### src/hdl/odm_pkg.sv
// constants and carrier types for the output dependency matrix
package odm_pkg;

    // ==========================================================
    // register offsets
    localparam logic [7:0] ODM_OFS_A2_PRIM = 8'h27;
    localparam logic [7:0] ODM_OFS_A2_SEC  = 8'h28;
    localparam logic [7:0] ODM_OFS_A2_GPO  = 8'h29;
    localparam logic [7:0] ODM_OFS_B1_PRIM = 8'h2B;
    localparam logic [7:0] ODM_OFS_B1_SEC  = 8'h2C;
    localparam logic [7:0] ODM_OFS_B1_GPO  = 8'h2D;
    localparam logic [7:0] ODM_OFS_B2_PRIM = 8'h2E;
    localparam logic [7:0] ODM_OFS_B2_SEC  = 8'h2F;
    localparam logic [7:0] ODM_OFS_B2_GPO  = 8'h30;
    localparam logic [7:0] ODM_OFS_B1_O8   = 8'h31;
    localparam logic [7:0] ODM_OFS_T2_O8   = 8'h3B;
    localparam logic [7:0] ODM_OFS_MR      = 8'h40;

    // ==========================================================
    // storage indices, one byte each
    localparam int ODM_NREG = 12;
    localparam logic [3:0] ODM_IX_A2_PRIM = 4'h0;
    localparam logic [3:0] ODM_IX_A2_SEC  = 4'h1;
    localparam logic [3:0] ODM_IX_A2_GPO  = 4'h2;
    localparam logic [3:0] ODM_IX_B1_PRIM = 4'h3;
    localparam logic [3:0] ODM_IX_B1_SEC  = 4'h4;
    localparam logic [3:0] ODM_IX_B1_GPO  = 4'h5;
    localparam logic [3:0] ODM_IX_B2_PRIM = 4'h6;
    localparam logic [3:0] ODM_IX_B2_SEC  = 4'h7;
    localparam logic [3:0] ODM_IX_B2_GPO  = 4'h8;
    localparam logic [3:0] ODM_IX_B1_O8   = 4'h9;
    localparam logic [3:0] ODM_IX_T2_O8   = 4'hA;
    localparam logic [3:0] ODM_IX_MR      = 4'hB;
    localparam logic [3:0] ODM_IX_NONE    = 4'hF;

    // ==========================================================
    // field positions
    localparam int ODM_BIT_A2_O8 = 4;
    localparam int ODM_BIT_B2_O8 = 5;
    localparam int ODM_BIT_B1_O8 = 0;
    localparam int ODM_BIT_MR_A  = 4;
    localparam int ODM_BIT_MR_B  = 5;
    localparam int ODM_TERM_W    = 25;
    localparam int ODM_BIT_TERM_O8 = 24;

    // ==========================================================
    // reset values
    localparam logic [7:0] ODM_REG_RST = 8'h00;

    // condition levels, 1 = non-fault
    typedef struct packed {
        logic [5:0] prim_ok;
        logic [5:0] sec_ok;
        logic [1:0] wdog_ok;
        logic [3:0] gpi_ok;
    } odm_cond_t;

    // other programmable outputs, 1 = asserted
    typedef struct packed {
        logic prog_output_one;
        logic prog_output_two;
        logic prog_output_three;
        logic prog_output_four;
        logic prog_output_seven;
        logic prog_output_eight;
    } odm_outs_t;

endpackage : odm_pkg

### src/hdl/odm_top.sv
// output dependency matrix for programmable outputs A and B
`timescale 1ns/1ns
`default_nettype none

module odm_top
    import odm_pkg::*;
#(
    parameter bit LARGE_VARIANT = 1'b1
)
(
    input  wire logic       sys_clk,
    input  wire logic       nrst,
    input  wire logic [7:0] reg_addr,
    input  wire logic [7:0] reg_wdata,
    input  wire logic       reg_wr,
    input  wire logic       reg_rd,
    output logic      [7:0] reg_rdata,
    input  wire odm_cond_t  cond,
    input  wire odm_outs_t  outs,
    input  wire logic       out_a_term1,
    input  wire logic       manual_reset_n,
    output logic            out_a_asserted,
    output logic            out_b_asserted
);

    // ==========================================================
    // address decode
    // unmapped offsets give no index, so writes vanish and reads return zero
    function automatic logic [3:0] odm_index(input logic [7:0] a);
        case (a)
            ODM_OFS_A2_PRIM: odm_index = ODM_IX_A2_PRIM;
            ODM_OFS_A2_SEC:  odm_index = ODM_IX_A2_SEC;
            ODM_OFS_A2_GPO:  odm_index = ODM_IX_A2_GPO;
            ODM_OFS_B1_PRIM: odm_index = ODM_IX_B1_PRIM;
            ODM_OFS_B1_SEC:  odm_index = ODM_IX_B1_SEC;
            ODM_OFS_B1_GPO:  odm_index = ODM_IX_B1_GPO;
            ODM_OFS_B2_PRIM: odm_index = ODM_IX_B2_PRIM;
            ODM_OFS_B2_SEC:  odm_index = ODM_IX_B2_SEC;
            ODM_OFS_B2_GPO:  odm_index = ODM_IX_B2_GPO;
            ODM_OFS_B1_O8:   odm_index = ODM_IX_B1_O8;
            ODM_OFS_T2_O8:   odm_index = ODM_IX_T2_O8;
            ODM_OFS_MR:      odm_index = ODM_IX_MR;
            default:         odm_index = ODM_IX_NONE;
        endcase
    endfunction

    // ==========================================================
    // condition vector in the common bit layout of every term
    // slot 22 is output six for A and output five for B
    function automatic logic [ODM_TERM_W-1:0] odm_ok_vec(
        input odm_cond_t c,
        input odm_outs_t o,
        input logic      other_asserted
    );
        odm_ok_vec = {~o.prog_output_eight,     // 24
                      ~o.prog_output_seven,     // 23
                      ~other_asserted,          // 22
                      ~o.prog_output_four,      // 21
                      ~o.prog_output_three,     // 20
                      ~o.prog_output_two,       // 19
                      ~o.prog_output_one,       // 18
                      c.gpi_ok,                 // 17:14
                      c.sec_ok,                 // 13:8
                      c.wdog_ok,                // 7:6
                      c.prim_ok};               // 5:0
    endfunction

    // ==========================================================
    // select vector from three layout bytes and the output eight bit
    // the small variant has no output eight, so its bit is dropped here
    function automatic logic [ODM_TERM_W-1:0] odm_sel_vec(
        input logic [7:0] prim,
        input logic [7:0] sec,
        input logic [7:0] gpo,
        input logic       o8
    );
        logic [7:0] g;
        g = gpo;
        odm_sel_vec = {o8 & LARGE_VARIANT, g[7:2], g[1:0], sec[7:6], sec[5:0], prim};
    endfunction

    // ==========================================================
    // register file
    logic [7:0] cfg_reg  [ODM_NREG];
    logic [7:0] cfg_next [ODM_NREG];
    logic [7:0] rdata_reg;
    logic [7:0] rdata_next;
    logic [3:0] acc_ix;

    // writes land at the next edge; reads are registered one cycle late
    always_comb begin
        acc_ix = odm_index(reg_addr);
        for (int i = 0; i < ODM_NREG; i++) begin
            cfg_next[i] = cfg_reg[i];
        end
        if (reg_wr && acc_ix != ODM_IX_NONE) begin
            cfg_next[acc_ix] = reg_wdata;
        end
        rdata_next = rdata_reg;
        if (reg_rd) begin
            rdata_next = (acc_ix == ODM_IX_NONE) ? 8'h00 : cfg_reg[acc_ix];
        end
    end

    always_ff @(posedge sys_clk or negedge nrst) begin
        if (!nrst) begin
            for (int i = 0; i < ODM_NREG; i++) begin
                cfg_reg[i] <= ODM_REG_RST;
            end
            rdata_reg <= ODM_REG_RST;
        end else begin
            for (int i = 0; i < ODM_NREG; i++) begin
                cfg_reg[i] <= cfg_next[i];
            end
            rdata_reg <= rdata_next;
        end
    end

    assign reg_rdata = rdata_reg;

    // ==========================================================
    // term selects
    logic [ODM_TERM_W-1:0] sel_a2;
    logic [ODM_TERM_W-1:0] sel_b1;
    logic [ODM_TERM_W-1:0] sel_b2;
    logic [ODM_TERM_W-1:0] ok_a;
    logic [ODM_TERM_W-1:0] ok_b;
    logic                  term_a2;
    logic                  term_b1;
    logic                  term_b2;
    logic                  out_a_reg;
    logic                  out_a_next;
    logic                  out_b_reg;
    logic                  out_b_next;

    // outputs feed back through flops, so A and B never form a loop
    always_comb begin
        sel_a2 = odm_sel_vec(cfg_reg[ODM_IX_A2_PRIM],
                             cfg_reg[ODM_IX_A2_SEC],
                             cfg_reg[ODM_IX_A2_GPO],
                             cfg_reg[ODM_IX_T2_O8][ODM_BIT_A2_O8]);
        sel_b1 = odm_sel_vec(cfg_reg[ODM_IX_B1_PRIM],
                             cfg_reg[ODM_IX_B1_SEC],
                             cfg_reg[ODM_IX_B1_GPO],
                             cfg_reg[ODM_IX_B1_O8][ODM_BIT_B1_O8]);
        sel_b2 = odm_sel_vec(cfg_reg[ODM_IX_B2_PRIM],
                             cfg_reg[ODM_IX_B2_SEC],
                             cfg_reg[ODM_IX_B2_GPO],
                             cfg_reg[ODM_IX_T2_O8][ODM_BIT_B2_O8]);
        ok_a = odm_ok_vec(cond, outs, out_b_reg);  // slot 22 = output six
        ok_b = odm_ok_vec(cond, outs, out_a_reg);  // slot 22 = output five
    end

    odm_term u_term_a2 (
        .sel  (sel_a2),
        .ok   (ok_a),
        .term (term_a2)
    );

    odm_term u_term_b1 (
        .sel  (sel_b1),
        .ok   (ok_b),
        .term (term_b1)
    );

    odm_term u_term_b2 (
        .sel  (sel_b2),
        .ok   (ok_b),
        .term (term_b2)
    );

    // ==========================================================
    // output decision
    // manual reset overrides the terms: a held input keeps the output asserted
    always_comb begin
        out_a_next = ~(out_a_term1 | term_a2);
        if (cfg_reg[ODM_IX_MR][ODM_BIT_MR_A] && !manual_reset_n) begin
            out_a_next = 1'b1;
        end
        out_b_next = ~(term_b1 | term_b2);
        if (cfg_reg[ODM_IX_MR][ODM_BIT_MR_B] && !manual_reset_n) begin
            out_b_next = 1'b1;
        end
    end

    // reset leaves both outputs asserted until the terms are evaluated
    always_ff @(posedge sys_clk or negedge nrst) begin
        if (!nrst) begin
            out_a_reg <= 1'b1;
            out_b_reg <= 1'b1;
        end else begin
            out_a_reg <= out_a_next;
            out_b_reg <= out_b_next;
        end
    end

    assign out_a_asserted = out_a_reg;
    assign out_b_asserted = out_b_reg;

endmodule : odm_top

`default_nettype wire

### src/hdl/odm_term.sv
// one product term of the dependency matrix
`timescale 1ns/1ns
`default_nettype none

module odm_term
    import odm_pkg::*;
(
    input  wire logic [ODM_TERM_W-1:0] sel,
    input  wire logic [ODM_TERM_W-1:0] ok,
    output logic                       term
);

    // ==========================================================
    // product
    // a cleared select bit forces its factor to 1
    always_comb begin
        term = &(~sel | ok);
    end

endmodule : odm_term

`default_nettype wire

### config.mk
export PLATFORM = sky130hd
export DESIGN_NAME = odm_top
export DESIGN_NICKNAME = d
export VERILOG_FILES = /design/src/hdl/odm_pkg.sv /design/src/hdl/odm_top.sv /design/src/hdl/odm_term.sv
export SDC_FILE = /design/constraint.sdc
export NUM_CORES = 1
export LEC_CHECK = 0
export BUFFER_PORTS_ARGS = -buffer_cell sky130_fd_sc_hd__buf_4
export CAP_MARGIN = 20
export CORE_MARGIN = 1.5
export CORE_UTILIZATION = 50
export CTS_BUF_LIST = sky130_fd_sc_hd__clkbuf_8
export CTS_CLUSTER_DIAMETER = 80
export DETAILED_ROUTE_END_ITERATION = 10
export PLACE_DENSITY_LB_ADDON = 0.1
export REMOVE_ABC_BUFFERS = 1
export SLEW_MARGIN = 20
export SYNTH_ARGS = -nofsm -noshare
export SYNTH_HDL_FRONTEND = slang
export SYNTH_SLANG_ARGS = --single-unit
### constraint.sdc
create_clock -name sys_clk -period 1.6 [get_ports sys_clk]
set_clock_uncertainty 0.2 [all_clocks]
set_input_delay 0.16 -clock sys_clk [delete_from_list [all_inputs] [get_ports sys_clk]]
set_output_delay 0.16 -clock sys_clk [all_outputs]
set_load 0.01 [all_outputs]
; Yosys cells after proc, flatten, opt, wreduce, memory -nomap -nowiden
; Index checks and enable logic that the tools add are counted.
[classes]
n_lt_le_gt_ge = 2
n_eq_ne = 14
mux = 10
n_bitwise = 19
reduce_logical = 8
[ops]
columns = op, n
row1 = 96-bit bitwise mux, 1
row2 = 8-bit by 6-bit == test with 1-bit output (second input constant), 11
row3 = 25-bit NOT, 3
row4 = 25-bit OR, 3
row5 = 25-bit AND reduction, 3
row6 = 4-bit one-hot mux with 12 select lines, 1
row7 = 8-bit binary-select mux with 4-bit select, 1
row8 = 8-bit demux with 4-bit select, 1
row9 = 8-bit 2-to-1 mux, 4
row10 = 1-bit NOT, 10
row11 = 8-bit by 7-bit == test with 1-bit output (second input constant), 1
row12 = 5-bit >= comparator (second input constant), 1
row13 = 5-bit by 1-bit less-than comparator with 1-bit output (second input constant), 1
row14 = 4-bit NOT with 5-bit output, 1
row15 = 4-bit == test (second input constant), 1
row16 = 1-bit logical AND, 4
row17 = 4-bit != test (second input constant), 1
row18 = 1-bit 2-to-1 mux, 2
row19 = 1-bit OR, 2
row20 = 1-bit zero test, 1
[totals]
reg_bits = 106
inputBits = 46
out_inout_bits = 10
wordCells = 68

; Depth between registers and ports, before layout
; Gate-level depths: netlist of run 1.
[depth]
word_depth = 8
ltp_mapped = 10

; Modules after synthesis
; From an unflattened synthesis of run 1, not the netlist that was laid out.
[unflattened]
hier_cells = 541
area_unflattened_um2 = 5870.6
[by_module_without_submodules]
columns = mod, n_inst, cells_each, area_each_um2, seq_area_each_um2
row1 = odm_top, 1, 421, 5198.7, 2655.0
row2 = odm_term, 3, 40, 224.0, 0.0

; Worst setup path after synthesis of run 1
; No wires, ideal clock.
[synth_timing]
path_kind = input -> register
from = in reg_addr[7]
to = reg cfg_reg[15] in the netlist's numbering
setup_time_ns = 0.125
arrival_time_ns = 2.081
setup_slack_ns = -0.806
cell_stages = 6
path_buffers = 0
cell_sequence = or4b_1 -> or3_4 -> a221oi_4 -> nand2_4 -> nor2_4 -> mux2_2
[synth_between]
elab_chain_len = 8
word_cells_on_any_way = 22
cone_classes = 2 x order compare / 13 x eq/ne / 4 x mux / 1 x bitwise / 2 x reduce/logical
[synth_lines]
columns = item, line
row1 = start: declaration, odm_top.sv:13  ; input wire logic [7:0] reg_addr,
row2 = 8-bit by 7-bit == test with 1-bit output or 8-bit by 6-bit == test with 1-bit output (tied branches), odm_top.sv:30  ; case (a)
row3 = 4-bit one-hot mux with 12 select lines (*), odm_top.sv:30
row4 = 4-bit NOT with 5-bit output (not written as such), odm_top.sv:97  ; cfg_next[acc_ix] = reg_wdata;
row5 = 5-bit >= comparator (not written as such) or 5-bit by 1-bit less-than comparator with 1-bit output (tied branches), odm_top.sv:97
row6 = 1-bit logical AND (not written as such), odm_top.sv:97
row7 = 8-bit 2-to-1 mux (not written as such), odm_top.sv:97
row8 = 8-bit demux with 4-bit select, odm_top.sv:97
row9 = 96-bit bitwise mux, odm_top.sv:97
row10 = end signal: indexed assignment, odm_top.sv:113  ; cfg_reg[i] <= cfg_next[i];
row11 = end: declaration, odm_top.sv:84  ; logic [7:0] cfg_reg [ODM_NREG];
; Mark *: on every way between the ends. The rest lies on a longest branch, timed or not.
; A chain may end at the register's enable or synchronous reset.

; Worst setup path after layout of run 1
[layout_timing]
from = in reg_addr[4]
to = reg rdata_reg[1] (netlist: reg_rdata[1])
[layout_between]
elab_chain_len = 7
word_cells_on_any_way = 19
cone_classes = 13 x eq/ne / 5 x mux / 1 x bitwise
[layout_lines]
columns = item, line
row1 = 8-bit by 7-bit == test with 1-bit output or 8-bit by 6-bit == test with 1-bit output (tied branches), odm_top.sv:30
row2 = 4-bit one-hot mux with 12 select lines (*), odm_top.sv:30
row3 = 4-bit NOT with 5-bit output (not written as such), odm_top.sv:101  ; rdata_next = (acc_ix == ODM_IX_NONE) ? 8'h00 : cfg_reg[acc_ix];
row4 = 8-bit binary-select mux with 4-bit select, odm_top.sv:101
row5 = 8-bit 2-to-1 mux (not written as such) (2 in a row), odm_top.sv:101
row6 = 8-bit 2-to-1 mux (*), odm_top.sv:101
row7 = end signal: assignment, odm_top.sv:115  ; rdata_reg <= rdata_next;
row8 = end: declaration, odm_top.sv:86  ; logic [7:0] rdata_reg;
; Mark *: on every way between the ends. The rest lies on a longest branch, timed or not. The select of a mux whose other input is x is not followed.

==> results by group, run 1 <==
Routing
  • Residual DRC: 0
  • First-pass iteration count of the detailed router: 5
  • DRT antenna net count: 0
  • Initial DRC count: 561
  • Post-Route WL: around 23 mm
  • Vias: approximately 5,500
  • WL/cell: 27.3 um
  • Vias per cell: 6.54

Power and ir drop
  • Power Dens Cells: 646 nW/um^2
  • Leak: 0.00391 uW
  • Worst vdd rail ir drop: 743 uV
  • Total Power: 5290 uW

Synthesis
  • Post-synthesis sequential area ratio: 47.1%
  • Synthesized flop and latch total: 106
  • Ys flop type: dfrtp_1
  • Cell variety after synth: 65
  • Post-synth EDFFs: 0
  • Synth async-reset ratio: 100%
  • Mapped cell area: 5630 sq um
  • Avg Inst Size Synth: 11.2 sq um
  • Cells after synthesis: 501
  • Yosys Warn Count: 0

Hold path
  • Hold wc startpoint: outs[4]
  • Hold/Removal Path Class: input port to register

STA
  • Fin. Hold Viols: 0
  • RSZ-0062 raised after global routing: yes
  • Max_slew headroom: 63.6%
  • Fin crit share: 139%
  • Fmax: approximately 450 MHz
  • Crit path time final: 2.22 ns
  • Final setup fails: 106
  • Final WS setup: -0.618 ns
  • Worst Tran Pin Value: between 0.5 and 0.6 ns
  • Fin. max-slew vios: 0
  • Hold slack: 0.0532 ns

CTS
  • Clock buffer depth: 2
  • CTS Root Cell: clkbuf_8
  • H-tree levels: 3
  • Clk_lat worst skew: 0.40 ns
  • TritonCTS clock tree: built
  • CTS buffer count: 9
  • CTS sink count: approximately 110
  • Clk slew on worst S/H paths: 0.11 ns

Setup path
  • CP max stage delay: 0.53 ns
  • Critical-path cell list: buf_6, or4b_4, or3_4, nand3_4, buf_8, mux2_4, nor3_2, a21oi_1, a32o_1
  • Worst setup EP type: register
  • R2R Path Start: cfg_reg[67]
  • CP Max Fanout: 5
  • Flop2flop setup slack: -0.04 ns
  • Critical Path Start: reg_addr[4]
  • Worst EP arrival: 2.30 ns
  • Worst Path Required: roughly 1.7 ns
  • Crit path launch type: input port
  • Setup CP Type: input port to register
  • Slowest stage cell, crit path: or4b_4

Finish
  • Layout Nets: around 740
  • Area of the multi-input gates: 3220 sq um
  • Largest register FFs: 96
  • Diode count: 0
  • Non-filler instance count after layout: 835
  • Most frequent cells in the layout: 151 x buf_4, 104 x dfrtp_1, 64 x mux2_2
  • Layout cells sized above 1: 53.4%
  • Register area: between 2000 and 3000 sq um
  • Fillers: ~770
  • Fin util: between 70% and 80%
  • Area grow syn2layout: 45.4%
  • Commonest non-fill, non-tap cell in the layout: buf_4

Floorplan
  • Core box area: 10,900 sq um
  • Initial core utilization: 51.5%
  • Row cnt: 38
  • Die height: 109 um
  • Die footprint: 11,900 sq um
  • Width of the die: 109 um
  • Top Ports: 56

Global route
  • Largest net degree at the start of global routing: 39
  • Total gr overflow: 0
  • Initial antenna violation count: 0
  • Total Routing Usage GR: 38.8%
  • First-pass GRT wire length: around 33 mm
  • Number of global-route vias before repair: 5,410

Placed design
  • Hpwl dp: 16.0 mm
  • Port bufs: 55
  • GP Congestion: 0.980
  • Pre-CTS setup slack: -1.10 ns
  • Inst Count DP: just under 800

Job
  • Max-cap violation count: 0

Status
  • Violated checks: negative setup slack
  • Outcome: finished, violations left
-- metrics by stage --
step	TNS (ns)	cell area [sq um]
2_1_floorplan	-75.80	5510
4_1_cts	-53.03	7800
3_3_place_gp	-99.24	7060
3_5_place_dp	-100.30	7060
6_report	-51.23	8190
5_1_grt	-55.82	8190
-- report_power, final --
group | switching, uW | internal [uW] | total [uW]
Clock | 1060 | 693 | 1760
Sequential | 43.6 | 2730 | 2770
Combinational | 410 | 350 | 760
Total | 1520 | 3770 | 5290
-- worst max-delay path, delay by kind of cell --
kind / cells / cell delay (ns)
simple gates: 4 / 1.30
buf+inv: 2 / 0.22
mux: 1 / 0.30
compound gates: 2 / 0.31
-- repair_timing --
action,4_1_cts,5_1_grt
pin swaps,17,22
endpoints found under the hold margin,204,0
setup endpoints to repair,106,106
buffers inserted,7,13
resized for setup,68,62
hold buffers,15,0
cloned,1,1
-- routing by layer --
layer	GRT usage, %	routed length [um]
met5	0	0
met4	15.5	1160
met3	10.8	2350
met2	58.4	10100
met1	53.0	9190
-- final timing paths --
| path | to | cells past startpoint |
|---|---|---|
| min | out_b_asserted | 5 |
| max | reg_rdata[1] | 9 |
| max in group asynchronous | cfg_reg[58] | 3 |
| min reg2reg | reg_rdata[2] | 1 |
| max reg2reg | out_b_asserted | 4 |
| min in group asynchronous | out_b_asserted | 2 |
-- kinds of logic (layout without fill, tap and decap cells) --
family / count (synthesis) / in the layout / synth area share [%]
AOI/OAI and AO/OA: 143 / 143 / 18.7
buffers and inverters: 52 / 245 / 4.00
muxes: 99 / 99 / 19.7
DFF: 106 / 106 / 47.1
and+or+nand+nor: 101 / 102 / 10.5
-- final cells by class --
class                           count  share of cell area (%)
Tap cell                          140                    2.14
Clock inverter                      5                   0.672
Multi-Input combinational cell    344                    39.4
Timing Repair Buffer              201                    22.3
Sequential cell                   106                    32.4
Inverter                           28                    1.28
Clock buffer                       11                    1.85
-- Yosys cell counts, types with 3 or more instances --
master / number / area [sq um]
clkbuf_1: 13 / 48.8
o21a_1: 3 / 22.5
nand2_2: 3 / 18.8
a211oi_1: 3 / 22.5
nand2b_1: 3 / 18.8
a32oi_1: 3 / 26.3
a22o_1: 13 / 114
buf_2: 6 / 30.0
o22ai_1: 15 / 93.8
a221o_1: 3 / 30.0
nand4_1: 7 / 43.8
a21oi_1: 25 / 125
mux2_2: 93 / 1050
nor2_1: 15 / 56.3
nor2_2: 4 / 25.0
dfrtp_1: 104 / 2600
nand3_1: 9 / 45.0
a22oi_1: 10 / 75.1
nor2_4: 4 / 45.0
a222oi_1: 3 / 30.0
nor3_1: 4 / 20.0
a221oi_1: 15 / 131
o22a_1: 3 / 26.3
mux2i_1: 6 / 60.1
nand2_1: 26 / 97.6
o211ai_1: 4 / 30.0
o32ai_1: 3 / 26.3
nor2b_1: 8 / 50.1
o21ai_0: 15 / 75.1
a31oi_1: 4 / 25.0
inv_1: 28 / 105
Note: power is estimated with default switching activity, not from simulation.
==> inputs of run 2 (changes only) <==
Settings changed: CORE_UTILIZATION 50 to 55.
==> run 2 against run 1 <==
Compared with the run above: the flow still finishes with violations (negative setup slack); register-to-register slack got worse by 0.11 ns; via count is 9.2% higher; sequential cell count stayed put; sequential power barely moved; cell count down 0.60%; critical path type unchanged.
==> results by group, run 2 (synthesis results as in run 1) <==
Status
  • Outcome: finished, violations left
  • Violated checks: negative setup slack

Setup path
  • CP max stage delay: 0.54 ns (about the same)
  • Flop2flop setup slack: -0.15 ns (-0.11 ns)
  • R2R Path Start: cfg_reg[64]
  • Critical-path cell list: buf_6, or4b_4, or3_4, a221oi_4, nand2_4, nor2_4, buf_6, mux2_4
  • Worst setup EP type: register
  • Slowest stage cell, crit path: or4b_4
  • Worst R2R Path Depth: 6 (+2)
  • Worst Path Required: 1.69 ns (about the same)
  • Buffers plus inverters on the worst setup path: 2 (unchanged)
  • Setup CP Type: input port to register
  • Top delay family on crit path: simple AND/OR/NAND/NOR gates
  • Reg-to-reg critical path endpoint: out_b_asserted
  • Crit path top cell by count: buf_6
  • CP Max Fanout: 5 (unchanged)
  • Worst EP arrival: 2.39 ns (+0.09 ns)
  • Crit path launch type: input port

Routing
  • Vias: 5,962 (+9.2%)
  • DRT antenna net count: 0 (unchanged)
  • Initial DRC count: 812 (+45%)
  • Post-Route WL: 24.9 mm (+9.0%)
  • Residual DRC: 0 (unchanged)
  • WL/cell: 30.0 um (+9.7%)
  • Vias per cell: 7.18 (+9.9%)
  • First-pass iteration count of the detailed router: 8 (+3)

Floorplan
  • Row cnt: 36 (-5.3%)
  • Width of the die: 104 um (-4.5%)
  • Core box area: 9860 sq um (-9.8%)
  • Die height: 104 um (-4.5%)
  • Top Ports: 56 (unchanged)
  • Initial core utilization: 57.1% (+5.6 points)
  • Die footprint: 10,900 sq um (-8.8%)

Finish
  • Area of the multi-input gates: 3460 sq um (+7.3%)
  • Area grow syn2layout: 51.4%
  • Commonest non-fill, non-tap cell in the layout: buf_4
  • Most frequent cells in the layout: 142 x buf_4, 104 x dfrtp_1, 53 x mux2_4
  • Layout Nets: 738 (+0.27%)
  • Layout cells sized above 1: 56.0% (+2.6 points)
  • Largest register FFs: 96 (unchanged)
  • Fillers: 478 (-38%)
  • Fin util: 86.4% (+12 points)
  • Diode count: 0 (unchanged)
  • Register area: 2660 sq um (unchanged)

Placed design
  • Port bufs: 55 (unchanged)
  • Hpwl dp: 15.6 mm (-2.6%)
  • GP Congestion: 1.07 (+9.2%)

CTS
  • Clk_lat worst skew: 0.41 ns (about the same)
  • CTS buffer count: 9 (unchanged)
  • CTS sink count: 106 (unchanged)
  • TritonCTS clock tree: built
  • H-tree levels: 3 (unchanged)
  • CTS Root Cell: clkbuf_8
  • Clk slew on worst S/H paths: 0.10 ns (about the same)
  • Clock buffer depth: 2 (unchanged)

STA
  • Final setup fails: 107 (+0.94%)
  • Hold slack: 0.0851 ns (+0.0319 ns)
  • Setup TNS: -58.99 ns (-7.77 ns)
  • Fin. Hold Viols: 0 (unchanged)
  • Fin crit share: 143% (+4.9 points)
  • Final WS setup: -0.696 ns (-0.0779 ns)
  • RSZ-0062 raised after global routing: yes
  • Worst Tran Pin Value: 0.535 ns (-0.00715 ns)
  • Fmax: 436 MHz (-3.4%)
  • Crit path time final: 2.30 ns (+0.0779 ns)
  • Fin. max-slew vios: 0 (unchanged)
  • Max_slew headroom: 64.3% (+0.72 points)

Power and ir drop
  • Switching power: 1510 uW (-0.77%)
  • Worst vdd rail ir drop: 880 uV (+18%)
  • Power Dens Cells: 655 nW/um^2 (+1.4%)
  • Internal: 4080 uW (+8.1%)
  • Comb pwr share: 14.8% (+0.4 points)
  • Leak: 0.00403 uW (+2.9%)
  • Reg power frac: 49.8% (-2.6 points)
  • Switching Fraction: 27.0% (-1.7 points)
  • Clock share of power: 35.4% (+2.2 points)

Hold path
  • Hold wc startpoint: outs[4]
  • Hold Path Depth: 5 (unchanged)
  • Hold Crit Endpoint: out_a_asserted
  • Hold/Removal Path Class: input port to register

Global route
  • Number of global-route vias before repair: 5,846 (+8.1%)
  • Largest net degree at the start of global routing: 43 (+10%)
  • Total Routing Usage GR: 44.7% (+5.8 points)
  • First-pass GRT wire length: 35.8 mm (+9.8%)
  • Total gr overflow: 0 (unchanged)
  • Initial antenna violation count: 0 (unchanged)

Job
  • Max-cap violation count: 0 (unchanged)
[run 2: area by class of cell]
| cell class | instances | area share (%) |
|---|---|---|
| inverter | 28 | 1.23 |
| multi-input combinational | 343 | 40.6 |
| clock buffer | 11 | 1.78 |
| tap | 133 | 1.95 |
| clock inverter | 5 | 0.983 |
| sequential | 106 | 31.1 |
| timing repair buffer | 204 | 22.3 |
[run 2: through the flow]
step	std cells	setup slack [ns]	cell area [sq um]	total power, uW
6_report	830	-0.696	8530	5580
5_1_grt	830	-0.741	8530	5720
4_1_cts	822	-0.625	8230	5460
3_5_place_dp	774	-1.13	7060	3440
3_3_place_gp	774	-1.10	7060	3420
2_1_floorplan	477	-0.962	5510	2990
[run 2: worst max path at each step]
stage,startpoint,endpoint,slack (ns),cells past startpoint
2_1_floorplan,reg_addr[7],cfg_reg[80],-0.96,6
3_3_place_gp,reg_addr[7],reg_rdata[6],-1.10,9
3_5_place_dp,reg_addr[7],reg_rdata[6],-1.13,9
4_1_cts,reg_addr[4],cfg_reg[28],-0.63,8
5_1_grt,reg_addr[5],cfg_reg[31],-0.74,8
6_report,reg_addr[5],cfg_reg[31],-0.70,8
[run 2: routing by layer]
metal / part of all wire [%] / routed length (um) / global-route usage [%]
met3: 14 / 3410 / 14.2
met5: 0 / 0 / 0
met2: 43 / 10700 / 68.6
met1: 36 / 8900 / 58.0
met4: 7.3 / 1800 / 20.1
[run 2: worst min-delay path, stage by stage]
cell and delay, ns:
buf_4 0.10, a221oi_1 0.08, nand4_1 0.12, nor2_1 0.07
o22ai_1 0.11
[run 2: power groups by stage]
stage / Clock (uW) / Sequential [uW] / Combinational, uW
finish: 1970 / 2780 / 828
global route: 2090 / 2780 / 854
CTS: 1960 / 2770 / 729
detailed placement: 0 / 2820 / 619
global placement: 0 / 2820 / 608
floorplan: 0 / 2810 / 184
[run 2: timing repair]
action                     in CTS  in global routing
hold buffers                   13                  1
hold endpoints to repair      205                  7
pin swaps                      38                 37
resized for setup             146                 49
buffers inserted               22                  8
setup endpoints to repair     106                122
